**src/rtl/led_matrix_pkg.sv**
```systemverilog
// Shared constants and types for the three by three LED matrix row scanner
package led_matrix_pkg;

  ////////////////////////////////////////////////////////////////////////////
  // Matrix geometry
  localparam int ROWS = 3;
  localparam int COLS = 3;

  ////////////////////////////////////////////////////////////////////////////
  // Timing: scan tick period in its own unit, cycle count derived from the clock
  localparam int CLK_PERIOD_NS    = 8;
  localparam int NS_PER_MS        = 1000000;
  localparam int SCAN_TICK_MS     = 5;
  localparam int SCAN_TICK_CYCLES = SCAN_TICK_MS * NS_PER_MS / CLK_PERIOD_NS;
  localparam int FRAME_HOLD_TICKS = 100;
  localparam int FRAME_CNT_W      = 16;

  ////////////////////////////////////////////////////////////////////////////
  // Pin word layout: rows in bits 2:0, columns in bits 5:3
  localparam logic [5:0] COL_MASK    = 6'h38;
  localparam int         COL_LSB     = 3;
  localparam logic [2:0] ROW_IDLE_N  = 3'h7;
  localparam logic [2:0] COL_RESET   = 3'h0;

  ////////////////////////////////////////////////////////////////////////////
  // Row patterns, bit 0 is the right-most column
  localparam logic [2:0] PAT_FULL = 3'h7;
  localparam logic [2:0] PAT_MID  = 3'h2;
  localparam logic [2:0] PAT_DARK = 3'h0;

  typedef logic [COLS-1:0] col_pattern_t;
  typedef col_pattern_t [ROWS-1:0] pattern_table_t;

  typedef enum logic [1:0] {
    ROW_FIRST,
    ROW_SECOND,
    ROW_THIRD
  } row_state_t;

  typedef struct packed {
    logic [COLS-1:0] col;
    logic [ROWS-1:0] row_n;
  } matrix_pins_t;

  // Frames as whole tables, entry 0 is the top row
  localparam pattern_table_t FRAME_T     = {PAT_MID, PAT_MID, PAT_FULL};
  localparam pattern_table_t FRAME_I     = {PAT_FULL, PAT_MID, PAT_FULL};
  localparam pattern_table_t FRAME_BLANK = {PAT_DARK, PAT_DARK, PAT_DARK};

endpackage

```
**src/rtl/scan_tick_gen.sv**
```systemverilog
// Periodic one-cycle scan tick derived from the system clock
`timescale 1ns/1ps
module scan_tick_gen #(
  parameter int CYCLES = 625000
) (
  input  wire logic i_sys_clk,
  input  wire logic i_rstn,
  output logic      o_tick
);

  localparam int CNT_W = $clog2(CYCLES);
  localparam logic [CNT_W-1:0] LAST = CNT_W'(CYCLES - 1);

  logic [CNT_W-1:0] count;
  logic [CNT_W-1:0] next_count;
  logic             next_tick;

  // Free running divider, pulse on the wrap so spacing is exactly CYCLES
  always_comb begin
    next_tick  = (count == LAST);
    next_count = next_tick ? '0 : count + CNT_W'(1);
  end

  always_ff @(posedge i_sys_clk) begin
    if (!i_rstn) begin
      count  <= '0;
      o_tick <= 1'b0;
    end else begin
      count  <= next_count;
      o_tick <= next_tick;
    end
  end

endmodule

```
**src/rtl/led_matrix_row_scanner.sv**
```systemverilog
// Row scanner and frame sequencer for a three by three LED matrix
//
// Summary of operation
// - After reset the first row is the next row to drive.
// - Each tick steps the row first, second, third, then wraps to first.
// - Each tick drives the current row and releases the previous one.
// - Each tick loads columns from the current row's table entry under mask.
// - Table bit one lights the LED, zero keeps it dark.
// - Table is rewritten at one to four multiples of the frame hold count, then the cycle repeats.
// - First frame is dark; at one hold count a T: top row full, other rows middle only.
// - At two and four hold counts the table clears for one dark frame.
// - At three hold counts the table shows an I shape.
// - Counter beyond four hold counts clears to zero and sequence restarts.
// - Rows are active low, columns active high.
// - Tick every 5 ms; a frame is held for 100 ticks.
// - Column writes touch only mask 0x38 bits of the pin word.
`timescale 1ns/1ps
module led_matrix_row_scanner
  import led_matrix_pkg::*;
#(
  parameter int TICK_CYCLES = SCAN_TICK_CYCLES,
  parameter int HOLD_TICKS  = FRAME_HOLD_TICKS
) (
  input  wire logic            i_sys_clk,
  input  wire logic            i_rstn,
  output logic [ROWS-1:0]      o_row_n,
  output logic [COLS-1:0]      o_col
);

  localparam logic [FRAME_CNT_W-1:0] HOLD_1 = FRAME_CNT_W'(HOLD_TICKS);
  localparam logic [FRAME_CNT_W-1:0] HOLD_2 = FRAME_CNT_W'(2 * HOLD_TICKS);
  localparam logic [FRAME_CNT_W-1:0] HOLD_3 = FRAME_CNT_W'(3 * HOLD_TICKS);
  localparam logic [FRAME_CNT_W-1:0] HOLD_4 = FRAME_CNT_W'(4 * HOLD_TICKS);

  logic                   scan_tick;
  row_state_t             active_row_state;
  row_state_t             next_row_state;
  matrix_pins_t           pins;
  matrix_pins_t           next_pins;
  logic [1:0]             on_idx;
  logic [1:0]             off_idx;
  logic [ROWS-1:0]        row_word;
  logic [FRAME_CNT_W-1:0] frame_tick_counter;
  logic [FRAME_CNT_W-1:0] next_frame_tick_counter;
  pattern_table_t         column_pattern_table;
  pattern_table_t         next_column_pattern_table;

  ////////////////////////////////////////////////////////////////////////////
  // Tick source
  scan_tick_gen #(
    .CYCLES (TICK_CYCLES)
  ) u_tick (
    .i_sys_clk (i_sys_clk),
    .i_rstn    (i_rstn),
    .o_tick    (scan_tick)
  );

  ////////////////////////////////////////////////////////////////////////////
  // Row step: one row low at a time keeps a single row's LEDs on at once
  always_comb begin
    next_row_state = active_row_state;
    next_pins      = pins;
    on_idx         = 2'h0;
    off_idx        = 2'h2;
    row_word       = pins.row_n;
    unique case (active_row_state)
      ROW_FIRST: begin
        on_idx  = 2'h0;
        off_idx = 2'h2;
      end
      ROW_SECOND: begin
        on_idx  = 2'h1;
        off_idx = 2'h0;
      end
      ROW_THIRD: begin
        on_idx  = 2'h2;
        off_idx = 2'h1;
      end
    endcase
    if (scan_tick) begin
      unique case (active_row_state)
        ROW_FIRST:  next_row_state = ROW_SECOND;
        ROW_SECOND: next_row_state = ROW_THIRD;
        ROW_THIRD:  next_row_state = ROW_FIRST;
      endcase
      row_word[on_idx]  = 1'b0;
      row_word[off_idx] = 1'b1;
      // Merge under mask so the row bits are never touched by column data
      next_pins = matrix_pins_t'((pins & ~COL_MASK)
                  | ((6'(column_pattern_table[on_idx]) << COL_LSB) & COL_MASK));
      next_pins.row_n = row_word;
    end
  end

  always_ff @(posedge i_sys_clk) begin
    if (!i_rstn) begin
      active_row_state <= ROW_FIRST;
      pins.row_n       <= ROW_IDLE_N;
      pins.col         <= COL_RESET;
    end else begin
      active_row_state <= next_row_state;
      pins             <= next_pins;
    end
  end

  assign o_row_n = pins.row_n;
  assign o_col   = pins.col;

  ////////////////////////////////////////////////////////////////////////////
  // Frame sequencer: table follows the counter value, like a polling loop
  always_comb begin
    next_frame_tick_counter   = frame_tick_counter;
    next_column_pattern_table = column_pattern_table;
    // A tick landing on the wrap cycle is still counted
    if (frame_tick_counter > HOLD_4) begin
      next_frame_tick_counter = scan_tick ? FRAME_CNT_W'(1) : '0;
    end else if (scan_tick) begin
      next_frame_tick_counter = frame_tick_counter + FRAME_CNT_W'(1);
    end
    if (frame_tick_counter == HOLD_1) begin
      next_column_pattern_table = FRAME_T;
    end else if (frame_tick_counter == HOLD_2) begin
      next_column_pattern_table = FRAME_BLANK;
    end else if (frame_tick_counter == HOLD_3) begin
      next_column_pattern_table = FRAME_I;
    end else if (frame_tick_counter == HOLD_4) begin
      next_column_pattern_table = FRAME_BLANK;
    end
  end

  always_ff @(posedge i_sys_clk) begin
    if (!i_rstn) begin
      frame_tick_counter   <= '0;
      column_pattern_table <= FRAME_BLANK;
    end else begin
      frame_tick_counter   <= next_frame_tick_counter;
      column_pattern_table <= next_column_pattern_table;
    end
  end

  ////////////////////////////////////////////////////////////////////////////
  // Checks
  // The gap counter is wide on purpose so a stuck divider cannot wrap into a pass
  logic [31:0] gap_cnt;
  logic        seen_tick;

  // Cycles since the previous tick, for the period check
  always_ff @(posedge i_sys_clk) begin
    if (!i_rstn) begin
      gap_cnt   <= 32'h0;
      seen_tick <= 1'b0;
    end else begin
      gap_cnt   <= scan_tick ? 32'h1 : gap_cnt + 32'h1;
      seen_tick <= seen_tick | scan_tick;
    end
  end
endmodule

```
**config.mk**
```make
export PLATFORM = sky130hd
export DESIGN_NAME = led_matrix_row_scanner
export DESIGN_NICKNAME = d
export VERILOG_FILES = /design/src/rtl/led_matrix_pkg.sv /design/src/rtl/scan_tick_gen.sv /design/src/rtl/led_matrix_row_scanner.sv
export SDC_FILE = /design/constraint.sdc
export NUM_CORES = 1
export LEC_CHECK = 0
export ABC_CLOCK_PERIOD_IN_PS = 3100
export BUFFER_PORTS_ARGS = -buffer_cell sky130_fd_sc_hd__buf_4
export CAP_MARGIN = 30
export CORE_MARGIN = 2
export CORE_UTILIZATION = 40
export DETAILED_ROUTE_END_ITERATION = 10
export PLACE_DENSITY_LB_ADDON = 0.1
export SYNTH_ARGS = -nofsm -noshare
export SYNTH_HDL_FRONTEND = slang
export SYNTH_SLANG_ARGS = --single-unit
```
**constraint.sdc**
```tcl
create_clock -name i_sys_clk -period 3.1 [get_ports i_sys_clk]
set_input_delay 0.155 -clock i_sys_clk [delete_from_list [all_inputs] [get_ports i_sys_clk]]
set_output_delay 0.155 -clock i_sys_clk [all_outputs]
set_load 0.01 [all_outputs]
```
After elaboration in Yosys (flattened, before gate mapping)
Cells that the tools add are included.
{"block": "classes", "reduce_logical": 8, "magnitude_cmp": 5, "bitwise_logic": 5, "n_eq_ne": 7, "muxes": 16, "add_sub_neg": 2}
{"op": "16-bit by 9-bit == test with 1-bit output, second input constant", "count": 2}
{"op": "16-bit two-way mux", "count": 2}
{"op": "20-bit by 1-bit adder with 20-bit output, second input constant", "count": 1}
{"op": "20-bit == test, second input constant", "count": 1}
{"op": "9-bit two-way mux", "count": 2}
{"op": "2-bit one-hot mux with 3 select lines", "count": 3}
{"op": "16-bit by 1-bit adder with 16-bit output, second input constant", "count": 1}
{"op": "16-bit by 7-bit == test with 1-bit output, second input constant", "count": 1}
{"op": "16-bit by 8-bit == test with 1-bit output, second input constant", "count": 1}
{"op": "16-bit by 9-bit > comparator with 1-bit output, second input constant", "count": 1}
{"op": "8-bit two-way mux", "count": 2}
{"op": "3-bit binary-select mux with 2-bit select", "count": 1}
{"op": "2-bit by 3-bit < comparator with 1-bit output, second input constant", "count": 2}
{"op": "3-bit by 6-bit bitwise OR with 6-bit output", "count": 1}
{"op": "1-bit demux with 2-bit select", "count": 2}
{"op": "2-bit by 1-bit greater-or-equal comparator with 1-bit output, second input constant", "count": 2}
{"op": "2-bit nonzero test", "count": 2}
{"op": "4-bit nonzero test", "count": 1}
{"op": "3-bit bitwise AND", "count": 1}
{"op": "1-bit two-way mux", "count": 3}
{"op": "3-bit two-way mux", "count": 1}
{"op": "3-bit NOT", "count": 1}
{"op": "3-bit bitwise OR", "count": 1}
{"op": "3-bit OR reduction", "count": 1}
{"op": "other kinds (6)", "count": 7}
{"block": "totals", "register_bits": 52, "in_bits": 2, "output_inout_bits": 6}

Logic depth before layout (Yosys ltp)
Gate-level depths: netlist of the first run.
{"block": "depth", "ltp_word": 9, "depth_mapped": 7}

Modules after synthesis
Synthesis of the first run repeated with hierarchy kept, for this count alone.
{"block": "unflattened", "cells_unflattened": 222, "hier_area_um2": 2074.5}
{"module": "led_matrix_row_scanner", "seq_area_each_um2": 500.5, "instances": 1, "area_per_inst_um2": 1107.3, "cells_per_inst": 114}
{"module": "scan_tick_gen", "seq_area_each_um2": 420.4, "instances": 1, "area_per_inst_um2": 967.2, "cells_per_inst": 108}

Worst setup path after synthesis of the first run
OpenSTA, ideal clock, no wires.
{"block": "synth_path", "path_type": "register -> register", "startpoint": "register u_tick.count[0]", "endpoint": "register u_tick.count[17]", "stages_incl_launch_ff": 8, "setup_ns": 0.115, "arrival_ns": 1.521, "n_path_buf": 2, "path_slack_ns": 1.464, "cell_sequence": "dfxtp_1 -> ha_1 -> and3_1 -> buf_2 -> nand2_1 -> o31ai_1 -> buf_2 -> o21ba_1"}
{"block": "synth_via", "elab_chain_len": 2, "elab_cells_between_ends": 3}
{"element": "from (decl)", "line_no": "scan_tick_gen.sv:14", "rtl": "logic [CNT_W-1:0] count;"}
{"element": "from (signal assigned)", "line_no": "scan_tick_gen.sv:29", "rtl": "count <= next_count;"}
{"element": "parallel branches: the longest is 2 deep, another holds 20-bit by 1-bit adder with 20-bit output"}
Several ways; the timed one is not identified.
A chain may end at the register's enable or synchronous reset.

Final worst setup path of the first run
{"block": "layout_path", "startpoint": "register u_tick.count[0]", "endpoint": "register u_tick.count[4]"}
The elaborated chain is that of the path after synthesis.

==> flow_metrics.py, run 1 <==
metrics = {
    "outcome": {
        "status": "finished, final reports clean",
    },
    "timing": {
        "hold_slack_ns": 0.0805,
        "fin_crit_ns": 2.08,
        "fin_worst_skew_ns": 0.0165,
        "hold_viol": 0,
        "rsz0062_at_grt": "false",
        "max_slew_margin_pct": 61.2,
        "fmax_mhz": 481,
        "tightestPinTransition_ns": 0.579,
        "final.period_utilization_pct": 67.1,
        "drv_slew": 0,
        "setup_viol": 0,
        "setup_tns_ns": 0,
    },
    "power_and_ir_drop": {
        "finalPower_w": 0.000986,
        "p_per_area_nw_per_um2": 438,
        "power.leakage_nw": 0.769,
        "irDropWorstVdd_uv": 247,
    },
    "logic_synthesis": {
        "yosysSeqAreaShare_pct": 44.7,
        "yosys_warnings": 0,
        "synth_cells": 223,
        "ys.flop_type": "dfxtp_1",
        "synth.cell_area_um2": 2060,
        "synth-seq-cells": 46,
        "synth_edf_count": 0,
        "synth_cell_types": 48,
        "synthArstFlopShare_pct": 0,
        "avgSynthCellArea_um2": 9.25,
    },
    "clock_tree": {
        "clk_pin_slew_ns": 0.09,
        "clock_sinks": 46,
        "htree_num_levels": 2,
        "cts_resized": 0,
        "cts_tree": "yes",
        "numCtsBuffers": 5,
        "cts_root_buf": "clkbuf_8",
        "cts_setup_buffers": 0,
        "cts_buffer_depth": 2,
        "hold_buffers": 0,
        "insertion_delay_ns": 0.30,
    },
    "global_route": {
        "antenna_found_initial": 0,
        "grt_pass1_vias": 1320,
        "globalRouteOverflowTotal": 0,
        "grt_use_total_pct": 13.8,
        "grt_max_degree": 17,
        "grt_pass1_wl_um": 5970,
    },
    "route": {
        "wl_um": 3560,
        "postRouteAntennaNets": 0,
        "drt_first_pass_iters": 4,
        "vias_per_cell": 5.04,
        "drtIter0Drc": 55,
        "wire_per_inst_um": 11.7,
        "vias": 1527,
        "drc": 0,
    },
    "floorplanning": {
        "rows": 26,
        "die_area_um2": 5740,
        "ioPinCount": 8,
        "dieWidth_um": 75.8,
        "die_y_um": 75.8,
        "coreArea_um2": 5040,
        "initial_core_util_pct": 40.9,
    },
    "setup_path": {
        "crit_chain": "ha_1, and3_1, nand2_1, o31ai_2, buf_4, nor2_1",
        "cp_data_required_time_ns": 3.29,
        "startpoint_type": "register",
        "critical_path_class": "reg2reg",
        "worstSetupEndpointType": "register",
        "cp.buffers_inverters": 1,
        "critPathTopFamily": "simple AND/OR/NAND/NOR gates",
        "worstPathArrival_ns": 2.27,
        "cpPeakStageDelay_ns": 0.54,
        "cp_max_fo": 13,
        "crit_path_top_delay_cell": "o31ai_2",
    },
    "flow_run": {
        "max-cap-violations": 0,
    },
    "worst_hold_path": {
        "hp-class": "in2reg",
    },
    "final_layout": {
        "multi_input_area_um2": 1070,
        "fillCellCount": 507,
        "mostFrequentLayoutCells": "46 x dfxtp_1, 27 x nor2_1, 15 x nand2_1",
        "syn_to_final_growth_pct": 9.16,
        "layout_commonest_cell": "dfxtp_1",
        "fin_area_um2": 2250,
        "antennaDiodeCount": 0,
        "nets": 239,
        "seq_area_um2": 921,
        "drive_gt1_share_pct": 10.3,
    },
    "placement": {
        "portBuffers": 7,
        "dpl-instance-area_um2": 2160,
        "place_congestion": 0.791,
        "dpl.hpwl_um": 2470,
    },
}
flip-flops by register name (all words and copies together), names as in the netlist, named ones only:
signal,count
active_row_state,2
column_pattern_table,2
frame_tick_counter,16
o_col,2
o_row_n,1
u_tick.count,20
u_tick.o_tick,1
area by class of cell:
class / instances / area share [%]
multi-input cells: 164 / 47.4
inverters: 7 / 1.17
clock inverters: 3 / 0.945
well taps: 70 / 3.89
clock buffers: 5 / 3.06
repair buffers: 8 / 2.67
flip-flops and latches: 46 / 40.9
worst register-to-register path: stages (launching register included):
cell and delay, ns:
dfxtp_1 0.38, ha_1 0.22, and3_1 0.33, nand2_1 0.14, o31ai_2 0.54, buf_4 0.30, nor2_1 0.07
per-layer routing:
| metal | up-vias | GRT usage, % | wire, um |
|---|---|---|---|
| li1 | 803 | - | - |
| met1 | 685 | 17.7 | 1710 |
| met2 | 33 | 21.5 | 1640 |
| met3 | 6 | 4.23 | 140 |
| met4 | 0 | 6.04 | 65 |
| met5 | - | 0 | 0 |
cells in the mapped netlist, types with 2 or more instances:
cell type | count | area, um^2
or4_1 | 3 | 22.5
nor4_1 | 3 | 18.8
o31ai_1 | 5 | 37.5
ha_1 | 5 | 62.6
and4_1 | 3 | 26.3
and4b_1 | 2 | 20.0
dfxtp_1 | 46 | 921
a21oi_1 | 10 | 50.1
clkbuf_1 | 6 | 22.5
o22ai_1 | 2 | 12.5
nor3_1 | 5 | 25.0
inv_1 | 7 | 26.3
nand3_1 | 6 | 30.0
o21ai_0 | 2 | 10.0
nand4_1 | 13 | 81.3
nor2_1 | 27 | 101
and2_1 | 3 | 18.8
nor4bb_1 | 2 | 20.0
or3_1 | 3 | 18.8
xnor2_1 | 5 | 43.8
and3_1 | 3 | 18.8
nor4b_1 | 2 | 17.5
mux2i_1 | 3 | 30.0
buf_2 | 3 | 15.0
nand2_1 | 15 | 56.3
xor2_1 | 14 | 123
nand2b_1 | 4 | 25.0
worst paths after layout:
kind / from / end / slack, ns / depth (start not counted)
setup / recovery: u_tick.count[0]$_SDFF_PP0_ / u_tick.count[4]$_SDFF_PP0_ / 1.02 / 6
hold / removal: i_rstn / register / 0.08 / 2
setup reg to reg: u_tick.count[0]$_SDFF_PP0_ / u_tick.count[4]$_SDFF_PP0_ / 1.02 / 6
hold reg to reg: u_tick.count[0]$_SDFF_PP0_ / u_tick.count[0]$_SDFF_PP0_ / 0.46 / 1
logic make-up (layout without fill, tap and decap cells):
| family | after synthesis | count (layout) | share of synthesized area [%] |
|---|---|---|---|
| muxes | 3 | 3 | 1.46 |
| AOI/OAI and AO/OA | 27 | 27 | 8.74 |
| adders and majority gates | 5 | 5 | 3.03 |
| DFF | 46 | 46 | 44.7 |
| and+or+nand+nor | 103 | 103 | 28.9 |
| buffers and inverters | 19 | 23 | 4.98 |
| xor gates and xnor gates | 19 | 19 | 8.07 |
| other | 1 | 7 | 0.182 |
metrics by stage:
step	cells	setup WS (ns)	utilization, %
6_report	303	1.02	44.6
5_1_grt	303	0.817	44.6
4_1_cts	303	0.996	44.6
3_5_place_dp	295	1.03	42.9
3_3_place_gp	295	1.08	42.9
2_1_floorplan	229	1.46	-
where the power goes:
group | internal, W | switching, W | total, W | leakage (nW)
logic | 0.00000630 | 0.0000116 | 0.0000179 | 0.351
clock network | 0.000158 | 0.000206 | 0.000365 | 0.0441
registers | 0.000599 | 0.00000483 | 0.000603 | 0.374
total | 0.000763 | 0.000223 | 0.000986 | 0.769
Power figures use the tool's default switching activity.
==> inputs of run 2 (changes only) <==
--- a/config.mk
+++ b/config.mk
@@ -5,7 +5,8 @@
 export SDC_FILE = /design/constraint.sdc
 export NUM_CORES = 1
 export LEC_CHECK = 0
-export ABC_CLOCK_PERIOD_IN_PS = 3100
+export ABC_AREA = 1
+export ABC_CLOCK_PERIOD_IN_PS = 2050
 export BUFFER_PORTS_ARGS = -buffer_cell sky130_fd_sc_hd__buf_4
 export CAP_MARGIN = 30
 export CORE_MARGIN = 2
==> constraint.sdc (replaced) <==
create_clock -name i_sys_clk -period 2.05 [get_ports i_sys_clk]
set_input_delay 0.1025 -clock i_sys_clk [delete_from_list [all_inputs] [get_ports i_sys_clk]]
set_output_delay 0.1025 -clock i_sys_clk [all_outputs]
set_load 0.01 [all_outputs]
==> flow_metrics.py, run 2 <==
metrics = {
    "route": {
        "drtIter0Drc": 75,
        "vias": 1902,
        "drc": 0,
        "wl_um": 4510,
        "drt_first_pass_iters": 4,
        "wire_per_inst_um": 11.5,
        "postRouteAntennaNets": 0,
        "vias_per_cell": 4.86,
    },
    "placement": {
        "dpl-instance-area_um2": 2290,
        "dpl.hpwl_um": 3390,
        "place_congestion": 0.872,
        "portBuffers": 7,
    },
    "worst_hold_path": {
        "hp-class": "in2reg",
    },
    "final_layout": {
        "fin_area_um2": 2400,
        "regMostFlops": "u_tick.count",
        "mostFrequentLayoutCells": "63 x nand2_1, 47 x nor2_1, 46 x dfxtp_1",
        "syn_to_final_growth_pct": 11.5,
        "nets": 327,
        "reg_top3": "u_tick.count: 20 flops, frame_tick_counter: 16 flops",
        "largest_reg_flops": 20,
        "drive_gt1_share_pct": 6.85,
        "antennaDiodeCount": 0,
        "layout_commonest_cell": "nand2_1",
    },
    "logic_synthesis": {
        "ys.flop_type": "dfxtp_1",
        "yosysMostFrequentCell": "nand2_1",
        "synth_cell_types": 28,
        "synth_edf_count": 0,
        "avgSynthCellArea_um2": 7.09,
        "yosysTopAreaCell": "dfxtp_1",
        "yosys_warnings": 0,
        "netlist_top_cells_count": "63 x nand2_1, 47 x nor2_1, 46 x dfxtp_1",
        "synth_cells": 303,
        "synth_top_area_share_pct": 42.8,
        "synth_area_leaders": "dfxtp_1 43%, nand2_1 11%, nor2_1 8.2%",
        "synth.cell_area_um2": 2150,
        "synth-seq-cells": 46,
        "yosysSeqAreaShare_pct": 42.8,
        "synthArstFlopShare_pct": 0,
    },
    "global_route": {
        "grt_use_total_pct": 16.8,
        "antenna_found_initial": 0,
        "globalRouteOverflowTotal": 0,
        "grt_pass1_vias": 1825,
        "grt_max_degree": 20,
        "grt_pass1_wl_um": 8100,
    },
    "clock_tree": {
        "cts_resized": 0,
        "clk_pin_slew_ns": 0.08,
        "cts_buffer_depth": 2,
        "cts_tree": "yes",
        "cts_setup_buffers": 0,
        "hold_buffers": 0,
        "cts_root_buf": "clkbuf_8",
        "htree_num_levels": 2,
        "insertion_delay_ns": 0.30,
        "numCtsBuffers": 5,
        "clock_sinks": 46,
    },
    "floorplanning": {
        "initial_core_util_pct": 41.8,
        "die_y_um": 77.3,
        "dieWidth_um": 77.3,
        "die_area_um2": 5980,
        "ioPinCount": 8,
        "coreArea_um2": 5140,
        "rows": 26,
    },
    "timing": {
        "final.period_utilization_pct": 79.1,
        "setup_tns_ns": 0,
        "drv_slew": 0,
        "fin_worst_skew_ns": 0.0141,
        "fin_crit_ns": 1.62,
        "fmax_mhz": 617,
        "hold_slack_ns": 0.0678,
        "rsz0062_at_grt": "false",
        "setup_viol": 0,
        "hold_viol": 0,
    },
    "setup_path": {
        "cp_max_fo": 19,
        "cp_data_required_time_ns": 2.23,
        "critical_path_class": "reg2reg",
        "worstPathArrival_ns": 1.80,
        "worstSetupEndpointType": "register",
        "startpoint_type": "register",
    },
    "power_and_ir_drop": {
        "irDropWorstVdd_uv": 304,
        "p_per_area_nw_per_um2": 667,
        "power.leakage_nw": 0.844,
    },
    "flow_run": {
        "max-cap-violations": 0,
    },
    "outcome": {
        "status": "finished, final reports clean",
    },
}
run 2: routing by layer:
layer / global-route usage (%) / share of wire (%) / up-vias / routed length, um
met5: 0 / 0 / - / 0
met4: 5.36 / 1.4 / 0 / 61
met3: 4.24 / 3.3 / 6 / 151
met2: 29.0 / 48 / 21 / 2170
met1: 20.4 / 47 / 877 / 2130
li1: - / - / 998 / -
run 2: worst paths after layout:
check                                                  from                     endpoint  slack [ns]  depth (start not counted)
worst max register to register   u_tick.count[0]$_SDFF_PP0_  u_tick.count[10]$_SDFF_PP0_        0.43                          8
worst min-delay path                                 i_rstn                     register        0.07                          2
worst max-delay path             u_tick.count[0]$_SDFF_PP0_  u_tick.count[10]$_SDFF_PP0_        0.43                          8
worst min register to register  u_tick.count[19]$_SDFF_PP0_  u_tick.count[19]$_SDFF_PP0_        0.46                          2
run 2: where the power goes:
part / leakage [nW] / switching [W] / total [W] / internal (W)
clock network: 0.0524 / 0.000291 / 0.000656 / 0.000365
logic: 0.418 / 0.0000215 / 0.0000310 / 0.00000946
registers: 0.374 / 0.00000752 / 0.000913 / 0.000905
total: 0.844 / 0.000321 / 0.00160 / 0.00128
run 2: metrics by stage:
stage,util (%),instances,worst slack (ns),power [W]
2_1_floorplan,-,309,0.575,0.000958
3_3_place_gp,44.6,383,0.453,0.000966
3_5_place_dp,44.6,383,0.426,0.000965
4_1_cts,46.6,391,0.400,0.00163
5_1_grt,46.6,391,0.261,0.00167
6_report,46.6,391,0.429,0.00160
run 2: critical path, stage by stage (launching register included):
cell	delay, ns
dfxtp_1	0.39
ha_1	0.31
nand2_2	0.12
nor2_1	0.12
nand3_1	0.09
nor2_2	0.13
nand2_2	0.09
nand2_4	0.19
a21oi_1	0.07
run 2: layout make-up:
type | instances | area (um^2)
fill | 572 | 2740
timing repair buffer | 8 | 60.1
multi-input combinational | 219 | 1070
inverter | 40 | 150
tap | 70 | 87.6
sequential | 46 | 921
clock inverter | 1 | 30.0
clock buffer | 7 | 76.3
run 2: kinds of logic after synthesis:
| family | after synthesis | synth area share (%) |
|---|---|---|
| other cells | 1 | 0.174 |
| flops | 46 | 42.8 |
| compound gates | 31 | 7.86 |
| xor+xnor | 10 | 4.07 |
| fa+ha+maj | 5 | 2.91 |
| simple gates | 166 | 33.8 |
| buf+inv | 44 | 8.32 |
